`src/rtl/instr_timing_pkg.sv`:
```
// constants and types for the arithmetic and logical instruction timing unit
package instr_timing_pkg;

  // ****************************************
  // instruction forms
  // ****************************************
  typedef enum logic [5:0] {
    F_MUL_B = 6'h00, F_MUL_W = 6'h01, F_DIV_B = 6'h02, F_DIV_W = 6'h03,
    F_ADD_B = 6'h04, F_ADD_W = 6'h05, F_ADD_D = 6'h06, F_ADD_DIMM = 6'h07,
    F_CMP_DIMM1 = 6'h08, F_CMP_B_IDR = 6'h09, F_ADC_IND = 6'h0A, F_ADC_REG = 6'h0B,
    F_INC_B = 6'h0C, F_INC_W = 6'h0D, F_INC_D = 6'h0E, F_INC_DIR = 6'h0F,
    F_LOG_DIR_IMM = 6'h10, F_ROT_LC = 6'h11, F_LOG_W_DIR16 = 6'h12,
    F_ADD_B_DIR = 6'h13, F_LOG_A_DIR = 6'h14, F_CMP_B_DIR = 6'h15
  } form_t;
  localparam int FORM_COUNT = 22;

  typedef enum logic [1:0] {
    ST_IDLE = 2'b00,
    ST_RUN = 2'b01,
    ST_DONE = 2'b11
  } state_t;

  // ****************************************
  // timing table entries
  // ****************************************
  typedef struct packed {
    logic [2:0] bin_bytes;
    logic [4:0] bin_states;
    logic [2:0] src_bytes;
    logic [4:0] src_states;
    logic [1:0] port_extra;
    logic writes_dest;
  } timing_t;

  localparam logic [1:0] PORT_EXTRA_ONE = 2'h1;
  localparam logic [1:0] PORT_EXTRA_TWO = 2'h2;
  localparam logic [7:0] PORT_ADDR_0 = 8'h80;
  localparam logic [7:0] PORT_ADDR_1 = 8'h90;
  localparam logic [7:0] PORT_ADDR_2 = 8'hA0;
  localparam logic [7:0] PORT_ADDR_3 = 8'hB0;
  localparam logic [1:0] STEP_SEL_1 = 2'h0;
  localparam logic [1:0] STEP_SEL_2 = 2'h1;
  localparam logic [1:0] STEP_SEL_4 = 2'h2;
  localparam logic MODE_BINARY_RESET = 1'b0;

  localparam timing_t TIMING_TABLE [FORM_COUNT] = '{
    '{3'h3, 5'h06, 3'h2, 5'h05, 2'h0, 1'b1},
    '{3'h3, 5'h0C, 3'h2, 5'h0B, 2'h0, 1'b1},
    '{3'h3, 5'h0B, 3'h2, 5'h0A, 2'h0, 1'b1},
    '{3'h3, 5'h15, 3'h2, 5'h14, 2'h0, 1'b1},
    '{3'h3, 5'h02, 3'h2, 5'h01, 2'h0, 1'b1},
    '{3'h3, 5'h03, 3'h2, 5'h02, 2'h0, 1'b1},
    '{3'h3, 5'h05, 3'h2, 5'h04, 2'h0, 1'b1},
    '{3'h5, 5'h06, 3'h4, 5'h05, 2'h0, 1'b1},
    '{3'h5, 5'h06, 3'h4, 5'h05, 2'h0, 1'b0},
    '{3'h4, 5'h04, 3'h3, 5'h03, 2'h0, 1'b0},
    '{3'h1, 5'h02, 3'h2, 5'h03, 2'h0, 1'b1},
    '{3'h1, 5'h01, 3'h2, 5'h02, 2'h0, 1'b1},
    '{3'h3, 5'h02, 3'h2, 5'h01, 2'h0, 1'b1},
    '{3'h3, 5'h02, 3'h2, 5'h01, 2'h0, 1'b1},
    '{3'h3, 5'h04, 3'h2, 5'h03, 2'h0, 1'b1},
    '{3'h2, 5'h02, 3'h2, 5'h02, 2'h2, 1'b1},
    '{3'h3, 5'h03, 3'h3, 5'h03, 2'h2, 1'b1},
    '{3'h1, 5'h01, 3'h1, 5'h01, 2'h0, 1'b1},
    '{3'h5, 5'h04, 3'h4, 5'h03, 2'h0, 1'b1},
    '{3'h4, 5'h03, 3'h3, 5'h02, 2'h1, 1'b1},
    '{3'h2, 5'h01, 3'h2, 5'h01, 2'h1, 1'b1},
    '{3'h4, 5'h03, 3'h3, 5'h02, 2'h1, 1'b0}
  };

endpackage

```
`src/rtl/instr_timing.sv`:
```
// state sequencer for arithmetic and logical instruction timing
`timescale 1ns/100ps
`default_nettype none
module instr_timing (
  input wire logic clk_i,
  input wire logic reset_i,
  input wire logic source_mode_i,
  input wire logic start_i,
  input wire instr_timing_pkg::form_t form_i,
  input wire logic [7:0] dir_addr_i,
  input wire logic [1:0] step_sel_i,
  input wire logic [31:0] operand_i,
  output logic busy_o,
  output logic done_o,
  output logic [2:0] length_o,
  output logic [5:0] states_o,
  output logic write_dest_o,
  output logic [31:0] step_result_o,
  output logic step_illegal_o,
  output logic source_mode_o
);
  import instr_timing_pkg::*;

  // ****************************************
  // opcode mode latch
  // ****************************************
  // caught one clock after release so reset never loads a port value
  logic mode_latched;
  logic mode_source;
  always_ff @(posedge clk_i or posedge reset_i) begin
    if (reset_i) begin
      mode_latched <= 1'b0;
      mode_source <= MODE_BINARY_RESET;
    end else if (!mode_latched) begin
      mode_latched <= 1'b1;
      mode_source <= source_mode_i;
    end
  end

  // ****************************************
  // decode
  // ****************************************
  logic [3:0] step;
  logic step_legal;
  step_select u_step (
    .sel_i(step_sel_i),
    .step_o(step),
    .legal_o(step_legal)
  );

  // unknown codes are refused: the table has no row for them
  logic [FORM_COUNT-1:0] form_hit;
  genvar fi;
  generate
    for (fi = 0; fi < FORM_COUNT; fi++) begin : g_form
      assign form_hit[fi] = (form_i == 6'(fi));
    end
  endgenerate
  wire form_known = |form_hit;
  wire [4:0] table_index = form_known ? form_i[4:0] : 5'h00;
  wire timing_t entry = TIMING_TABLE[table_index];

  localparam logic [7:0] PORT_ADDR [4] = '{PORT_ADDR_0, PORT_ADDR_1, PORT_ADDR_2, PORT_ADDR_3};
  logic [3:0] port_hit;
  genvar pi;
  generate
    for (pi = 0; pi < $size(PORT_ADDR); pi++) begin : g_port
      assign port_hit[pi] = (dir_addr_i == PORT_ADDR[pi]);
    end
  endgenerate
  wire is_port = |port_hit;
  // forms with no direct operand carry port_extra of zero in the table
  wire [1:0] extra = is_port ? entry.port_extra : 2'h0;
  wire [4:0] base_states = mode_source ? entry.src_states : entry.bin_states;
  wire [2:0] base_bytes = mode_source ? entry.src_bytes : entry.bin_bytes;
  wire [5:0] total_states = {1'b0, base_states} + {4'h0, extra};
  wire is_short = (form_i == F_INC_B) || (form_i == F_INC_W) || (form_i == F_INC_D);
  wire [31:0] step_wide = {28'h0, step};
  wire [31:0] next_step_result = operand_i + step_wide;
  state_t state;
  state_t next_state;
  logic [5:0] count;
  wire accept = start_i && (state == ST_IDLE) && mode_latched && form_known;

  // ****************************************
  // sequencer
  // ****************************************
  assign next_state = (state == ST_IDLE) ? (accept ? ST_RUN : ST_IDLE) :
                      (state == ST_RUN) ? ((count == 6'h1) ? ST_DONE : ST_RUN) :
                      ST_IDLE;

  always_ff @(posedge clk_i or posedge reset_i) begin
    if (reset_i) begin
      state <= ST_IDLE;
    end else begin
      case (state)
        ST_IDLE: state <= next_state;
        ST_RUN: state <= next_state;
        ST_DONE: state <= next_state;
        default: state <= ST_IDLE;
      endcase
    end
  end

  // one state per clock; done follows the last counted state
  always_ff @(posedge clk_i or posedge reset_i) begin
    if (reset_i) begin
      count <= 6'h0;
    end else if (accept) begin
      count <= total_states;
    end else if (state == ST_RUN) begin
      count <= count - 6'h1;
    end
  end

  always_ff @(posedge clk_i or posedge reset_i) begin
    if (reset_i) begin
      length_o <= 3'h0;
      states_o <= 6'h0;
      write_dest_o <= 1'b0;
      step_result_o <= 32'h0;
      step_illegal_o <= 1'b0;
    end else if (accept) begin
      length_o <= base_bytes;
      states_o <= total_states;
      write_dest_o <= entry.writes_dest;
      step_result_o <= is_short ? next_step_result : operand_i;
      step_illegal_o <= is_short && !step_legal;
    end
  end

  // table also holds forms
  always_ff @(posedge clk_i or posedge reset_i) begin
    if (reset_i) begin
      busy_o <= 1'b0;
      done_o <= 1'b0;
      source_mode_o <= MODE_BINARY_RESET;
    end else begin
      busy_o <= (next_state == ST_RUN);
      done_o <= (state == ST_RUN) && (count == 6'h1);
      source_mode_o <= mode_source;
    end
  end
endmodule // instr_timing
`default_nettype wire

```
`src/rtl/step_select.sv`:
```
// short-immediate step decoder
`timescale 1ns/100ps
`default_nettype none
module step_select (
  input wire logic [1:0] sel_i,
  output logic [3:0] step_o,
  output logic legal_o
);
  import instr_timing_pkg::*;
  // reserved code 11 reports illegal; step falls back to 1
  assign step_o = (sel_i == STEP_SEL_4) ? 4'h4 : (sel_i == STEP_SEL_2) ? 4'h2 : 4'h1;
  assign legal_o = (sel_i == STEP_SEL_1) || (sel_i == STEP_SEL_2) || (sel_i == STEP_SEL_4);
endmodule // step_select
`default_nettype wire

```
`config.mk`:
```
export PLATFORM = sky130hd
export DESIGN_NAME = instr_timing
export DESIGN_NICKNAME = d
export VERILOG_FILES = /design/src/rtl/instr_timing_pkg.sv /design/src/rtl/instr_timing.sv /design/src/rtl/step_select.sv
export SDC_FILE = /design/constraint.sdc
export NUM_CORES = 1
export LEC_CHECK = 0
export BUFFER_PORTS_ARGS = -buffer_cell sky130_fd_sc_hd__buf_2
export CAP_MARGIN = 0
export CORE_AREA = 8 8 91 93
export CTS_BUF_LIST = sky130_fd_sc_hd__clkbuf_16
export DETAILED_ROUTE_END_ITERATION = 8
export DIE_AREA = 0 0 99 101
export PLACE_DENSITY = 0.83
export SLEW_MARGIN = 30
export SYNTH_ARGS = -nofsm -noshare
export SYNTH_HDL_FRONTEND = slang
export SYNTH_SLANG_ARGS = --single-unit
export TNS_END_PERCENT = 30
```
`constraint.sdc`:
```
create_clock -name clk_i -period 3.74 [get_ports clk_i]
set_input_delay 0.561 -clock clk_i [delete_from_list [all_inputs] [get_ports clk_i]]
set_output_delay 0.561 -clock clk_i [all_outputs]
set_load 0.05 [all_outputs]
```
==> reports/results.tsv <==
metric	value	unit
most frequent cells in the layout	buf_2, nand2_1, dfrtp_1, nor2_1, o21ai_0	
cell accounting for the most synthesized area	dfrtp_1	
Final min period	3328	ps
reg2reg end	count[4]	
worst r2r src	mode_source	
data required time of the worst path	3900	ps
Antenna Nets Post-Route	0	
CP peak stage delay	380	ps
Synth Cell Area	0.003684	mm^2
VDD IR-drop max	168.9	uV
period utilization	88.99	%
CP startpoint kind	input port	
Cell Pwr Density	286.6	mW/mm^2
hold_ws	357.1	ps
Final setup viols	0	
ANT cells	0	
CTS H-Tree Depth	2	
layout cells sized above 1	23.28	%
Seq cells post-synth	56	
Reg2Reg Depth	8	
slew margin rel.	50.86	%
crit-path cells	buf_2, a211oi_1, or2_2, nand2_1, ha_1, a21oi_1, nor4_1, nor4b_1, a21oi_1, ha_1, inv_1, fa_1, inv_1, o211ai_1, a211o_1, mux2i_1, a21oi_1	
core area	0.006943	mm^2
worst setup margin	411.9	ps
top_reg_cell synth	dfrtp_1	
post-synthesis sequential area ratio	38.04	%
TNS Setup	0	ps
initial core utilization	53.05	%
hold_buf cts	0	
total gr overflow	0	
Net Count, Synth	514	
largest net degree at the start of global routing	54	
PostCTS Resize Cnt	0	
top-area cell type share of the netlist area	38.04	%
most used cell, CP	a21oi_1	
worst slack, placed	148.8	ps
Initial DRT Pass Iterations	4	
initial DRC count	192	
CTS Buf Count	5	
P_leak	2.114	nW
measured slew at the worst slew-check pin	734.4	ps
RSZ-0062 raised after global routing	false	
GRT Util Overall	19.07	%
Post-Route WL	9553	um
row count	31	
vias in the first global route	3472	
initial antenna violation count	0	
Critical Path Fanout Max	5	
crit path DAT	3490	ps
total of max-cap violations	0	
via count	3438	
Largest delay share family, worst path	compound AO/OA/AOI/OAI gates	
die height	101	um
total power	1.265	mW
Vias/cell	5.554	
die span in x	99	um
Crit path buffers/inverters	3	
DRC Markers	0	
skew final	5.419	ps
final core occ	63.58	%
Synth cell types	53	
Die ar.	0.009999	mm^2
clock latency on the worst-skew pair	290	ps
first-pass GRT wire length	15750	um
Post-synth ARST share	100.0	%
Buffers on Ports	95	
synthesis-to-finish area growth	19.84	%
CTS Buffer Depth	2	
R2R setup slack	1330	ps
final-report hold violation count	0	
synth top area cells	dfrtp_1, nand2_1, ha_1	
wire per inst	15.43	um
Gate Count Post-Synth	442	
Final nets	608	
CTS Root Cell	clkbuf_16	
Crit Path Class	in2reg	
leading cell type in the layout, fill and taps excluded	buf_2	
slowest CP cell	ha_1	
DPL Wire Length	7519	um
gpl congestion	0.9423	
EDFF count, synth	0	
CTS Sinks	56	
CTS tree	built	
I/O pin count	98	
Max Fclk	300.5	MHz
setup repair bufs after CTS	0	
Final Max Tran Viols	0	
Avg Cell Area, Syn	8.334	um^2
status	finished, final reports clean	
worst min path class	in2async	
Worst Setup End Kind	flip-flop	
CTS clk-pin slew, worst paths	70	ps
yosys warns	0	
-- worst reg2reg max path: cells and delay by family (launching register included) --
family	cells	cell delay, ps
AO/OA/AOI/OAI	5	960
adder cells (fa/ha/maj)	1	380
buffers and inverters	1	90
flip-flops	1	650
multiplexers	1	200
-- synth_stat cells, types with 4 or more instances --
cell type,number
a21oi_1,19
clkbuf_1,17
nor4_1,4
a31oi_1,10
inv_1,15
o21ai_0,32
nor2_1,37
xnor2_1,17
nor2b_1,11
xor2_1,17
and2_1,4
nand3_1,14
nand4_1,7
dfrtp_1,56
o21ai_1,17
or2_2,4
nor3_1,9
ha_1,18
a211oi_1,4
nand2_1,73
-- where the power goes --
group | internal [mW] | switching [mW] | total (mW)
Combinational | 0.0828 | 0.121 | 0.204
Clock | 0.244 | 0.204 | 0.448
Sequential | 0.608 | 0.00545 | 0.613
-- metrics by stage --
step                instances  area [um^2]
finish                    619         4414
global route              619         4414
CTS                       619         4413
detailed placement        611         4273
global placement          611         4273
floorplan                 442         3684
-- how the worst max path moves through the flow --
| stage | startpoint | to | slack, ps | cells past startpoint |
|---|---|---|---|---|
| floorplan | form_i[2] | count[4] | 280 | 17 |
| global placement | form_i[2] | count[4] | 180 | 17 |
| detailed placement | form_i[2] | count[4] | 150 | 17 |
| CTS | form_i[2] | count[4] | 390 | 17 |
| global route | form_i[2] | states_o[4] | 80 | 18 |
| finish | form_i[2] | count[4] | 410 | 17 |
-- sequential cells by signal (all words and copies together) (netlist names), 2 cells and up --
signal         cells
count              6
state              2
states_o           6
length_o           3
step_result_o     32
-- per-layer routing --
layer  routed length (um)  part of all wire [%]  vias up  GRT usage (%)
li1                     -                     -     1719              -
met4                  115                   1.2        0          6.494
met5                    0                     0        -              0
met3                  465                   4.9        8          3.108
met1                 4228                    44     1625          23.26
met2                 4743                    50       86          33.26
-- logic make-up (layout without fill, tap and decap cells) --
logic type | count (synthesis) | count (layout) | share of synthesized area, %
XOR/XNOR | 34 | 34 | 8.084
buffers and inverters | 36 | 131 | 3.872
multiplexers | 5 | 5 | 1.427
other | 1 | 1 | 0.1018
AND/OR/NAND/NOR | 186 | 186 | 24.63
adder cells (fa/ha/maj) | 20 | 20 | 7.201
AO/OA/AOI/OAI | 104 | 104 | 16.64
flip-flops | 56 | 56 | 38.04
-- final cells by class --
type / instances / area [um^2]
fill: 599 / 2529
multi-input combinational: 350 / 2140
sequential: 56 / 1401
timing repair buffer: 108 / 573.1
clock buffer: 5 / 125.1
tap: 82 / 102.6
inverter: 15 / 57.56
clock inverter: 3 / 15.01
(Power assumes the default switching activity.)
